### src/design/aer_uncorr_pkg.sv
// Contract
// - Next-capability pointer reads constant 150h
// - Version reads 2h; word reads 1502h
// - Status bits clear only on write-1
// - Unsupported request sets status bit 20
// - End-to-end CRC failure sets bit 19
// - Malformed packet sets status bit 18
// - Credit overflow sets status bit 17
// - Stray completion sets status bit 16
// - Own completer abort sets bit 15
// - Completion timeout sets status bit 14
// - Flow-control protocol error sets bit 13
// - Poisoned packet sets status bit 12
// - Data link protocol error sets bit 4
// - Reserved bits read zero, ignore writes
// - Masked error never updates any status
// - Mask bits read/write at implemented positions
// - All resets clear status and mask
package aer_uncorr_pkg;

    // --------------------------------------------------------------------
    // Register map
    // --------------------------------------------------------------------
    localparam logic [11:0] OFF_NEXT_CAP_VERSION = 12'h102;
    localparam logic [11:0] OFF_UNCORR_STATUS    = 12'h104;
    localparam logic [11:0] OFF_UNCORR_MASK      = 12'h108;

    localparam logic [11:0] NEXT_CAP_OFFSET = 12'h150;
    localparam logic [3:0]  CAP_VERSION     = 4'h2;
    localparam logic [15:0] NEXT_CAP_VERSION_VALUE = 16'h1502;

    localparam logic [31:0] STATUS_RESET = 32'h0000_0000;
    localparam logic [31:0] MASK_RESET   = 32'h0000_0000;

    // --------------------------------------------------------------------
    // Field positions
    // --------------------------------------------------------------------
    localparam int BIT_UNSUPPORTED_REQUEST = 20;
    localparam int BIT_END_TO_END_CRC      = 19;
    localparam int BIT_MALFORMED_PACKET    = 18;
    localparam int BIT_RECEIVER_OVERFLOW   = 17;
    localparam int BIT_STRAY_COMPLETION    = 16;
    localparam int BIT_COMPLETER_ABORT     = 15;
    localparam int BIT_COMPLETION_EXPIRY   = 14;
    localparam int BIT_FLOW_CREDIT         = 13;
    localparam int BIT_POISONED_PACKET     = 12;
    localparam int BIT_LINK_PROTOCOL       = 4;

    localparam int NUM_ERRORS = 10;

    // Implemented bits: 20..12 and 4
    localparam logic [31:0] IMPL_BITS = 32'h001f_f010;

    // One pulse per detector, in bit order 20 down to 12, then 4
    typedef struct packed {
        logic unsupported_request;
        logic end_to_end_crc;
        logic malformed_packet;
        logic receiver_overflow;
        logic stray_completion;
        logic completer_abort;
        logic completion_expiry;
        logic flow_credit;
        logic poisoned_packet;
        logic link_protocol;
    } error_events_t;

    // Configuration access as seen by the register block
    typedef struct packed {
        logic        rd;
        logic        wr;
        logic [11:0] addr;
        logic [3:0]  byte_en;
        logic [31:0] wdata;
    } cfg_req_t;

endpackage

### src/design/aer_sticky_bit.sv
module aer_sticky_bit (
    input  wire logic i_clk_sys,
    input  wire logic i_rstn,
    input  wire logic i_event,
    input  wire logic i_suppress,
    input  wire logic i_clear,
    output logic      o_flag
);

    logic flag_reg;
    logic flag_next;

    always_comb begin
        flag_next = flag_reg;
        if (i_clear) begin
            flag_next = 1'b0;
        end
        if (i_event && !i_suppress) begin
            flag_next = 1'b1;
        end
    end

    always_ff @(posedge i_clk_sys or negedge i_rstn) begin
        if (!i_rstn) begin
            flag_reg <= 1'b0;
        end else begin
            flag_reg <= flag_next;
        end
    end

    assign o_flag = flag_reg;

endmodule

### src/design/pcie_aer_uncorrectable_log.sv
module pcie_aer_uncorrectable_log (
    input  wire logic                          i_clk_sys,
    input  wire logic                          i_rstn,
    input  wire aer_uncorr_pkg::cfg_req_t      i_cfg_req,
    input  wire aer_uncorr_pkg::error_events_t i_errors,
    output logic [31:0]                        o_cfg_rdata,
    output logic                               o_cfg_rvalid,
    output logic [31:0]                        o_status,
    output logic [31:0]                        o_mask
);

    // --------------------------------------------------------------------
    // Access decode
    // --------------------------------------------------------------------
    logic [31:0] wr_bits;
    logic        wr_status;
    logic        wr_mask;
    logic        wr_version_word;
    logic [31:0] ev_vec;
    logic [31:0] status_vec;
    logic [31:0] mask_reg;
    logic [31:0] mask_next;
    logic [31:0] rdata_reg;
    logic [31:0] rdata_next;
    logic        rvalid_reg;
    logic        rvalid_next;

    // Byte enables gate the write data; disabled lanes are left alone
    always_comb begin
        for (int b = 0; b < 4; b++) begin
            wr_bits[b*8 +: 8] = i_cfg_req.byte_en[b] ? i_cfg_req.wdata[b*8 +: 8] : 8'h00;
        end
    end

    always_comb begin
        wr_status       = 1'b0;
        wr_mask         = 1'b0;
        wr_version_word = 1'b0;
        if (i_cfg_req.wr && i_cfg_req.addr == aer_uncorr_pkg::OFF_UNCORR_STATUS) begin
            wr_status = 1'b1;
        end else if (i_cfg_req.wr && i_cfg_req.addr == aer_uncorr_pkg::OFF_UNCORR_MASK) begin
            wr_mask = 1'b1;
        end else if (i_cfg_req.wr && i_cfg_req.addr == aer_uncorr_pkg::OFF_NEXT_CAP_VERSION) begin
            // Read-only word: write accepted and dropped
            wr_version_word = 1'b1;
        end
    end

    // --------------------------------------------------------------------
    // Status bits
    // --------------------------------------------------------------------
    // Map detector pulses
    always_comb begin
        ev_vec = 32'h0000_0000;
        ev_vec[aer_uncorr_pkg::BIT_UNSUPPORTED_REQUEST] = i_errors.unsupported_request;
        ev_vec[aer_uncorr_pkg::BIT_END_TO_END_CRC]      = i_errors.end_to_end_crc;
        ev_vec[aer_uncorr_pkg::BIT_MALFORMED_PACKET]    = i_errors.malformed_packet;
        ev_vec[aer_uncorr_pkg::BIT_RECEIVER_OVERFLOW]   = i_errors.receiver_overflow;
        ev_vec[aer_uncorr_pkg::BIT_STRAY_COMPLETION]    = i_errors.stray_completion;
        ev_vec[aer_uncorr_pkg::BIT_COMPLETER_ABORT]     = i_errors.completer_abort;
        ev_vec[aer_uncorr_pkg::BIT_COMPLETION_EXPIRY]   = i_errors.completion_expiry;
        ev_vec[aer_uncorr_pkg::BIT_FLOW_CREDIT]         = i_errors.flow_credit;
        ev_vec[aer_uncorr_pkg::BIT_POISONED_PACKET]     = i_errors.poisoned_packet;
        ev_vec[aer_uncorr_pkg::BIT_LINK_PROTOCOL]       = i_errors.link_protocol;
    end

    genvar gi;
    generate
        for (gi = 0; gi < 32; gi++) begin : g_status
            if (aer_uncorr_pkg::IMPL_BITS[gi]) begin : g_impl
                aer_sticky_bit u_bit (
                    .i_clk_sys  (i_clk_sys),
                    .i_rstn     (i_rstn),
                    .i_event    (ev_vec[gi]),
                    .i_suppress (mask_reg[gi]),
                    .i_clear    (wr_status && wr_bits[gi]),
                    .o_flag     (status_vec[gi])
                );
            end else begin : g_rsvd
                assign status_vec[gi] = 1'b0;
            end
        end
    endgenerate

    // --------------------------------------------------------------------
    // Mask and read path
    // --------------------------------------------------------------------
    always_comb begin
        mask_next = mask_reg;
        if (wr_mask) begin
            for (int b = 0; b < 4; b++) begin
                if (i_cfg_req.byte_en[b]) begin
                    mask_next[b*8 +: 8] = i_cfg_req.wdata[b*8 +: 8] & aer_uncorr_pkg::IMPL_BITS[b*8 +: 8];
                end
            end
        end
    end

    // Unmapped reads return zero so probing software sees nothing stray
    always_comb begin
        rdata_next  = 32'h0000_0000;
        rvalid_next = i_cfg_req.rd;
        if (i_cfg_req.rd && i_cfg_req.addr == aer_uncorr_pkg::OFF_NEXT_CAP_VERSION) begin
            rdata_next = {16'h0000, aer_uncorr_pkg::NEXT_CAP_OFFSET, aer_uncorr_pkg::CAP_VERSION};
        end else if (i_cfg_req.rd && i_cfg_req.addr == aer_uncorr_pkg::OFF_UNCORR_STATUS) begin
            rdata_next = status_vec;
        end else if (i_cfg_req.rd && i_cfg_req.addr == aer_uncorr_pkg::OFF_UNCORR_MASK) begin
            rdata_next = mask_reg;
        end
    end

    always_ff @(posedge i_clk_sys or negedge i_rstn) begin
        if (!i_rstn) begin
            mask_reg   <= aer_uncorr_pkg::MASK_RESET;
            rdata_reg  <= 32'h0000_0000;
            rvalid_reg <= 1'b0;
        end else begin
            mask_reg   <= mask_next;
            rdata_reg  <= rdata_next;
            rvalid_reg <= rvalid_next;
        end
    end

    assign o_cfg_rdata  = rdata_reg;
    assign o_cfg_rvalid = rvalid_reg;
    assign o_status     = status_vec;
    assign o_mask       = mask_reg;

    // --------------------------------------------------------------------
    // Assertions
    // --------------------------------------------------------------------
    a_version_read: assert property (
        @(posedge i_clk_sys) disable iff (!i_rstn)
        (i_cfg_req.rd && i_cfg_req.addr == aer_uncorr_pkg::OFF_NEXT_CAP_VERSION)
        |=> (o_cfg_rvalid && o_cfg_rdata == {16'h0000, aer_uncorr_pkg::NEXT_CAP_VERSION_VALUE}))
        else $error("version word wrong");

    a_pointer_field: assert property (
        @(posedge i_clk_sys) disable iff (!i_rstn)
        (i_cfg_req.rd && i_cfg_req.addr == aer_uncorr_pkg::OFF_NEXT_CAP_VERSION)
        |=> (o_cfg_rdata[15:4] == aer_uncorr_pkg::NEXT_CAP_VERSION_VALUE[15:4]))
        else $error("next pointer wrong");

    a_no_self_clear: assert property (
        @(posedge i_clk_sys) disable iff (!i_rstn)
        (!wr_status) |=> ((o_status & $past(o_status)) == $past(o_status)))
        else $error("status bit dropped without write");

    a_w1c_clears: assert property (
        @(posedge i_clk_sys) disable iff (!i_rstn)
        (wr_status && wr_bits[aer_uncorr_pkg::BIT_COMPLETER_ABORT] && !i_errors.completer_abort)
        |=> !o_status[aer_uncorr_pkg::BIT_COMPLETER_ABORT])
        else $error("write one did not clear");

    a_ur_sets: assert property (
        @(posedge i_clk_sys) disable iff (!i_rstn)
        (i_errors.unsupported_request && !mask_reg[20]) |=> o_status[20])
        else $error("unsupported request not logged");

    a_ecrc_sets: assert property (
        @(posedge i_clk_sys) disable iff (!i_rstn)
        (i_errors.end_to_end_crc && !mask_reg[19]) |=> o_status[19])
        else $error("crc failure not logged");

    a_malformed_sets: assert property (
        @(posedge i_clk_sys) disable iff (!i_rstn)
        (i_errors.malformed_packet && !mask_reg[18]) |=> o_status[18])
        else $error("malformed packet not logged");

    a_overflow_sets: assert property (
        @(posedge i_clk_sys) disable iff (!i_rstn)
        (i_errors.receiver_overflow && !mask_reg[17]) |=> o_status[17])
        else $error("overflow not logged");

    a_stray_sets: assert property (
        @(posedge i_clk_sys) disable iff (!i_rstn)
        (i_errors.stray_completion && !mask_reg[16]) |=> o_status[16])
        else $error("stray completion not logged");

    a_abort_sets: assert property (
        @(posedge i_clk_sys) disable iff (!i_rstn)
        (i_errors.completer_abort && !mask_reg[15]) |=> o_status[15])
        else $error("completer abort not logged");

    a_expiry_sets: assert property (
        @(posedge i_clk_sys) disable iff (!i_rstn)
        (i_errors.completion_expiry && !mask_reg[14]) |=> o_status[14])
        else $error("completion timeout not logged");

    a_flow_sets: assert property (
        @(posedge i_clk_sys) disable iff (!i_rstn)
        (i_errors.flow_credit && !mask_reg[13]) |=> o_status[13])
        else $error("flow control error not logged");

    a_poison_sets: assert property (
        @(posedge i_clk_sys) disable iff (!i_rstn)
        (i_errors.poisoned_packet && !mask_reg[12]) |=> o_status[12])
        else $error("poisoned packet not logged");

    a_link_sets: assert property (
        @(posedge i_clk_sys) disable iff (!i_rstn)
        (i_errors.link_protocol && !mask_reg[4]) |=> o_status[4])
        else $error("link protocol error not logged");

    a_reserved_zero: assert property (
        @(posedge i_clk_sys) disable iff (!i_rstn)
        ((o_status | o_mask) & ~aer_uncorr_pkg::IMPL_BITS) == 32'h0000_0000)
        else $error("reserved bit set");

    a_masked_quiet: assert property (
        @(posedge i_clk_sys) disable iff (!i_rstn)
        (mask_reg[18] && !o_status[18]) |=> !o_status[18])
        else $error("masked error was logged");

    a_mask_writes: assert property (
        @(posedge i_clk_sys) disable iff (!i_rstn)
        (wr_mask && i_cfg_req.byte_en == 4'hf)
        |=> (o_mask == ($past(i_cfg_req.wdata) & aer_uncorr_pkg::IMPL_BITS)))
        else $error("mask write not stored");

    a_reset_clear: assert property (
        @(posedge i_clk_sys)
        $rose(i_rstn) |-> (o_status == aer_uncorr_pkg::STATUS_RESET && o_mask == aer_uncorr_pkg::MASK_RESET))
        else $error("reset did not clear registers");

    a_set_wins: assert property (
        @(posedge i_clk_sys) disable iff (!i_rstn)
        (wr_status && wr_bits[20] && i_errors.unsupported_request && !mask_reg[20]) |=> o_status[20])
        else $error("event lost to clear");

    a_version_ro: assert property (
        @(posedge i_clk_sys) disable iff (!i_rstn)
        wr_version_word
        |=> (o_mask == $past(o_mask) && (o_status & $past(o_status)) == $past(o_status)))
        else $error("write to read-only word took effect");

    a_answer_quiet: assert property (
        @(posedge i_clk_sys) disable iff (!i_rstn)
        !i_cfg_req.rd |=> (!o_cfg_rvalid && o_cfg_rdata == 32'h0000_0000))
        else $error("answer without read");

    a_unmapped_zero: assert property (
        @(posedge i_clk_sys) disable iff (!i_rstn)
        (i_cfg_req.rd && i_cfg_req.addr != aer_uncorr_pkg::OFF_NEXT_CAP_VERSION
         && i_cfg_req.addr != aer_uncorr_pkg::OFF_UNCORR_STATUS
         && i_cfg_req.addr != aer_uncorr_pkg::OFF_UNCORR_MASK)
        |=> (o_cfg_rvalid && o_cfg_rdata == 32'h0000_0000))
        else $error("unmapped read returned data");

    a_status_read: assert property (
        @(posedge i_clk_sys) disable iff (!i_rstn)
        (i_cfg_req.rd && i_cfg_req.addr == aer_uncorr_pkg::OFF_UNCORR_STATUS)
        |=> (o_cfg_rvalid && o_cfg_rdata == $past(o_status)))
        else $error("status read wrong");

    a_mask_read: assert property (
        @(posedge i_clk_sys) disable iff (!i_rstn)
        (i_cfg_req.rd && i_cfg_req.addr == aer_uncorr_pkg::OFF_UNCORR_MASK)
        |=> (o_cfg_rvalid && o_cfg_rdata == $past(o_mask)))
        else $error("mask read wrong");

    a_zero_write_keeps: assert property (
        @(posedge i_clk_sys) disable iff (!i_rstn)
        (wr_status && (wr_bits & aer_uncorr_pkg::IMPL_BITS) == 32'h0000_0000)
        |=> ((o_status & $past(o_status)) == $past(o_status)))
        else $error("zero write cleared a bit");

    a_mask_hold: assert property (
        @(posedge i_clk_sys) disable iff (!i_rstn)
        !wr_mask |=> (o_mask == $past(o_mask)))
        else $error("mask changed without write");

    a_mask_lane_keep: assert property (
        @(posedge i_clk_sys) disable iff (!i_rstn)
        (wr_mask && !i_cfg_req.byte_en[2]) |=> (o_mask[23:16] == $past(o_mask[23:16])))
        else $error("disabled lane of mask written");

    // --------------------------------------------------------------------
    // Per-bit checks over the implemented positions
    // --------------------------------------------------------------------
    generate
        for (gi = 0; gi < 32; gi++) begin : g_check
            if (aer_uncorr_pkg::IMPL_BITS[gi]) begin : g_impl
                a_masked_bit: assert property (
                    @(posedge i_clk_sys) disable iff (!i_rstn)
                    (mask_reg[gi] && !o_status[gi]) |=> !o_status[gi])
                    else $error("masked event was logged");

                a_clear_bit: assert property (
                    @(posedge i_clk_sys) disable iff (!i_rstn)
                    (wr_status && wr_bits[gi] && !ev_vec[gi]) |=> !o_status[gi])
                    else $error("write one did not clear bit");

                a_event_bit: assert property (
                    @(posedge i_clk_sys) disable iff (!i_rstn)
                    (ev_vec[gi] && !mask_reg[gi]) |=> o_status[gi])
                    else $error("unmasked event not logged");
            end
        end
    endgenerate

endmodule

### config.mk
export PLATFORM = sky130hd
export DESIGN_NAME = pcie_aer_uncorrectable_log
export DESIGN_NICKNAME = d
export VERILOG_FILES = /design/src/design/aer_uncorr_pkg.sv /design/src/design/aer_sticky_bit.sv /design/src/design/pcie_aer_uncorrectable_log.sv
export SDC_FILE = /design/constraint.sdc
export NUM_CORES = 1
export LEC_CHECK = 0
export BUFFER_PORTS_ARGS = -buffer_cell sky130_fd_sc_hd__buf_2
export CAP_MARGIN = 30
export CELL_PAD_IN_SITES_DETAIL_PLACEMENT = 1
export CELL_PAD_IN_SITES_GLOBAL_PLACEMENT = 1
export CORE_ASPECT_RATIO = 1.75
export CORE_MARGIN = 3
export CORE_UTILIZATION = 29
export DETAILED_ROUTE_END_ITERATION = 10
export PLACE_DENSITY = 0.82
export SKIP_CTS_REPAIR_TIMING = 1
export SYNTH_ARGS = -nofsm -noshare
export SYNTH_HDL_FRONTEND = slang
export SYNTH_HIERARCHICAL = 1
export SYNTH_SLANG_ARGS = --single-unit
### constraint.sdc
create_clock -name i_clk_sys -period 1.5 [get_ports i_clk_sys]
set_input_delay 0.225 -clock i_clk_sys [delete_from_list [all_inputs] [get_ports i_clk_sys]]
set_output_delay 0.225 -clock i_clk_sys [all_outputs]
set_load 0.05 [all_outputs]
## Yosys cells after proc, flatten, opt, wreduce, memory -nomap -nowiden

Cells that the tools add are included.
W data, S select, Z words.

| word-level totals | value |
|---|---|
| bits in registers | 53 |
| bits of input ports | 62 |
| word-level logic and storage cells | 95 |

| cells by class | value |
|---|---|
| eq/ne operators | 3 |
| mux-type cells | 29 |
| reduce and logical (&&, ||, !) cells | 48 |

Operator list:

| kind | number |
|---|---|
| $mux W21 | 3 |
| $eq A12 B9 Y1 const B | 3 |
| $logic_and A1 B1 Y1 | 25 |
| $mux W1 | 23 |
| $reduce_bool A2 Y1 | 10 |
| $logic_not A1 Y1 | 10 |
| $mux W5 | 2 |
| $mux W8 | 1 |
| $reduce_and A2 Y1 | 3 |

## Longest topological paths before layout

| logic depth | value |
|---|---|
| word-level depth | 6 |
| gate-level depth with buffers | 4 |
| gate-level depth less buffers | 4 |

## Modules after synthesis

The synthesis kept the hierarchy.

Modules (own cells, without submodules):

| module | instances | cells each | area each (um^2) | seq. area each (um^2) |
|---|---|---|---|---|
| pcie_aer_uncorrectable_log | 1 | 153 | 1535.2 | 550.5 |
| aer_sticky_bit | 10 | 4 | 45.0 | 25.0 |

## Least setup slack after synthesis

OpenSTA, ideal clock, no wires.

| timing path | value |
|---|---|
| path type | input port to flip-flop |
| start point | input i_cfg_req[41] (netlist name) |
| end point | register mask_reg[16] (netlist: o_mask[16]) |
| library setup time | 0.125 ns |
| arrival time | 1.654 ns |
| slack | -0.279 ns |
| cell stages on the path | 4 |
| path buffers | 1 |
| cell sequence | or4_1 buf_2 nor4_4 mux2_2 |

| between the ends | value |
|---|---|
| word-level cells in the longest chain between the ends | 5 |
| elaborated cells on any way between the ends | 7 |
| those cells by class | 2 x eq/ne; 2 x mux; 3 x reduce/logical |

RTL lines:

| item | RTL line | source |
|---|---|---|
| start: declaration | pcie_aer_uncorrectable_log.sv:4 | `input wire aer_uncorr_pkg::cfg_req_t i_cfg_req,` |
| $eq A12 B9 Y1 | pcie_aer_uncorrectable_log.sv:41 | `end else if (i_cfg_req.wr && i_cfg_req.addr == aer_uncorr_pkg::OFF_UNCORR_MASK) begin` |
| $logic_and A1 B1 Y1 | pcie_aer_uncorrectable_log.sv:41 |  |
| $mux W1 | pcie_aer_uncorrectable_log.sv:41 |  |
| $mux W1 * | pcie_aer_uncorrectable_log.sv:39 | `if (i_cfg_req.wr && i_cfg_req.addr == aer_uncorr_pkg::OFF_UNCORR_STATUS) begin` |
| $reduce_and A2 Y1 (no line) * | -- |  |
| end signal: assignment | pcie_aer_uncorrectable_log.sv:114 | `mask_reg <= aer_uncorr_pkg::MASK_RESET;` |
| end signal: assignment | pcie_aer_uncorrectable_log.sv:118 | `mask_reg <= mask_next;` |
| end: declaration | pcie_aer_uncorrectable_log.sv:21 | `logic [31:0] mask_reg;` |

Mark *: on every way between the ends. The rest lies on a longest branch, timed or not.
A chain may end at the register's enable or synchronous reset.

## Worst setup path in the final report

| timing path | value |
|---|---|
| start point | input i_cfg_req[42] (netlist name) |
| end point | register mask_reg[17] (netlist: o_mask[17]) |

Same word-level chain as after synthesis.

==> reports/results.ini <==
[global_routing]
grt_pass1_vias = 1592
grt_max_degree = 33
grt_pass1_wl_mm = 7.817
grt_overflow_total = 0
antenna_found_initial = 0
track_usage = 0.1341

[timing]
setup_viol = 9
fin_hold_ws_ps = 111.3
fin_crit_sh = 1.013
period_needed_ps = 1519
hold_viol = 0
postLayoutSetupSlackWorst_ps = -18.81
drv_slew = 0
fmax_mhz = 658.4
rsz0062_at_grt = yes
skew_ps = 2.439

[outcome]
failed_checks = setup timing
status = finished with violations

[worst_hold_path]
hp-class = in2reg

[layout]
drive_above_1_share = 0.4321
layout_common_cells = buf_2, conb_1, dfrtp_1, inv_1, buf_4
layout_commonest_cell = buf_2
antenna_cells = 0
fin_nets = 349
area_delta_synth_final_pct = 28.92
fin_cells = 369

[power_and_ir_drop]
total_power_mw = 2.320
vdd_drop_max_mv = 0.6034
powerDensity_nw_per_um2 = 906.1
leakagePower_nw = 1.499

[clock_network]
cts_buffer_depth = 2
clock_sinks = 32
clkLatencyLatePin_ps = 270
cts_tree = yes
cts_buffers = 5
cts_htree_levels = 2
clkSlewWorstSetupHoldPaths_ps = 50
clockRootBuffer = clkbuf_16

[logic_synthesis]
yosys.area.top_type_share = 0.4033
syn_inst = 193
synth_area_leader_cell = dfrtp_1
yosys_warnings = 6
seq_area_frac_synth = 0.4033
syn_area_sq_um = 1986
synth.distinct_cells = 25
ys_ff_latch = 32
synthTopCellsByArea = dfrtp_1, buf_4, o22ai_2
synth_area_per_cell_sq_um = 10.29

[routing]
drcViolationCount = 0
totalWireLength_mm = 5.399
drtIter0Drc = 56
avgRoutedWirePerCell_um = 14.63
dr.pass1.iters = 4
drtAntennaViolNets = 0
via_count = 1556
vias_per_cell = 4.217

[placement]
dp_slack_ps = -370.5
io_buffers = 72
gp_congestion = 0.7550
hpwl_mm = 4.348
dp.cells = 360

[critical_path]
worst-r2r-setup-slack_ps = 680
critPathRequiredTime_ps = 1650
worst_ep_arrival_time_ps = 1670
cp_max_fo = 5
crit_type = in2reg
end_kind = register
worst_setup_path_start_kind = input pin

[floorplanning]
dieArea_sq_um = 7915
die_w_um = 68.55
die_h_um = 115.5
core-area_sq_um = 6588
rows = 39
io_pins = 159
start_util = 0.3014

[job]
cap_violations = 0

## Yosys cell counts
| cell | count |
|---|---|
| buf_4 | 65 |
| clkbuf_1 | 1 |
| or4b_1 | 1 |
| nor3_1 | 10 |
| nor4b_1 | 1 |
| o2bb2ai_1 | 1 |
| inv_1 | 21 |
| nor2_1 | 2 |
| nor4_1 | 2 |
| o22ai_2 | 10 |
| buf_2 | 1 |
| nor2b_1 | 2 |
| nand3_1 | 1 |
| a32o_1 | 9 |
| nor3b_1 | 1 |
| dfrtp_1 | 32 |
| nor4_4 | 3 |
| or4b_4 | 1 |
| conb_1 | 1 |
| and3_1 | 1 |
| nand4_1 | 1 |
| nand2_1 | 14 |
| a21oi_1 | 1 |
| or4_1 | 1 |
| mux2_2 | 10 |
## sequential cells by signal, indices dropped and copies added (netlist names)
register                      count
g_status.g_impl.u_bit/o_flag     10
o_cfg_rdata                      11
o_cfg_rvalid                      1
o_mask                           10
## logic make-up (layout without fill, tap and decap cells)
group | after synthesis | in the layout | share of synthesized area
AOI/OAI and AO/OA | 21 | 21 | 0.1153
other | 1 | 63 | 0.001889
DFF | 32 | 32 | 0.4033
muxes | 10 | 10 | 0.05671
buffers and inverters | 88 | 120 | 0.2899
and+or+nand+nor | 41 | 41 | 0.1330
## where the power goes
group / internal (mW) / switching (mW) / leakage (nW) / total [mW]
Sequential: 0.867 / 0.00109 / 0.393 / 0.868
Combinational: 0.0755 / 0.435 / 1.04 / 0.511
Clock: 0.602 / 0.339 / 0.0667 / 0.941
## worst max-delay path: stages
cell and delay (ps):
buf_6 90, or4_4 580, nor4_4 290, buf_6 180, mux2_4 300
## through the flow
step | utilization | TNS (ps) | cell area, sq um
2_1_floorplan | - | -1743 | 2228
3_3_place_gp | 0.3575 | -6945 | 2355
3_5_place_dp | 0.3575 | -7134 | 2355
4_1_cts | 0.3778 | -615.0 | 2489
5_1_grt | 0.3886 | -367.3 | 2560
6_report | 0.3886 | -140.3 | 2560
## path summary, 6_finish.rpt
kind / from / end / cells after the start
setup / recovery: i_cfg_req[42] / o_mask[17]$_DFFE_PN0P_ / 5
max in group asynchronous: i_rstn / o_mask[4]$_DFFE_PN0P_ / 3
min in group asynchronous: i_rstn / o_cfg_rdata[18]$_DFF_PN0_ / 3
setup reg to reg: o_mask[17]$_DFFE_PN0P_ / o_mask[17]$_DFFE_PN0P_ / 1
hold / removal: i_cfg_req[49] / o_cfg_rvalid$_DFF_PN0_ / 1
hold reg to reg: o_mask[14]$_DFFE_PN0P_ / g_status[14].g_impl.u_bit/o_flag$_DFFE_PN0P_ / 1
## area by class of cell
class / count / area [sq um]
Clock buffer: 6 / 128.9
Clock inverter: 1 / 5.005
Fill cell: 807 / 4028
Inverter: 21 / 78.83
Multi-Input combinational cell: 135 / 885.9
Sequential cell: 32 / 800.8
Tap cell: 82 / 102.6
Timing Repair Buffer: 92 / 558.0
## per-layer routing
| metal | part of all wire | track usage |
|---|---|---|
| met4 | 0.0083 | 0.04515 |
| met5 | 0 | 0 |
| met3 | 0.085 | 0.03007 |
| met1 | 0.32 | 0.1426 |
| met2 | 0.58 | 0.2489 |
(Power assumes the default switching activity.)
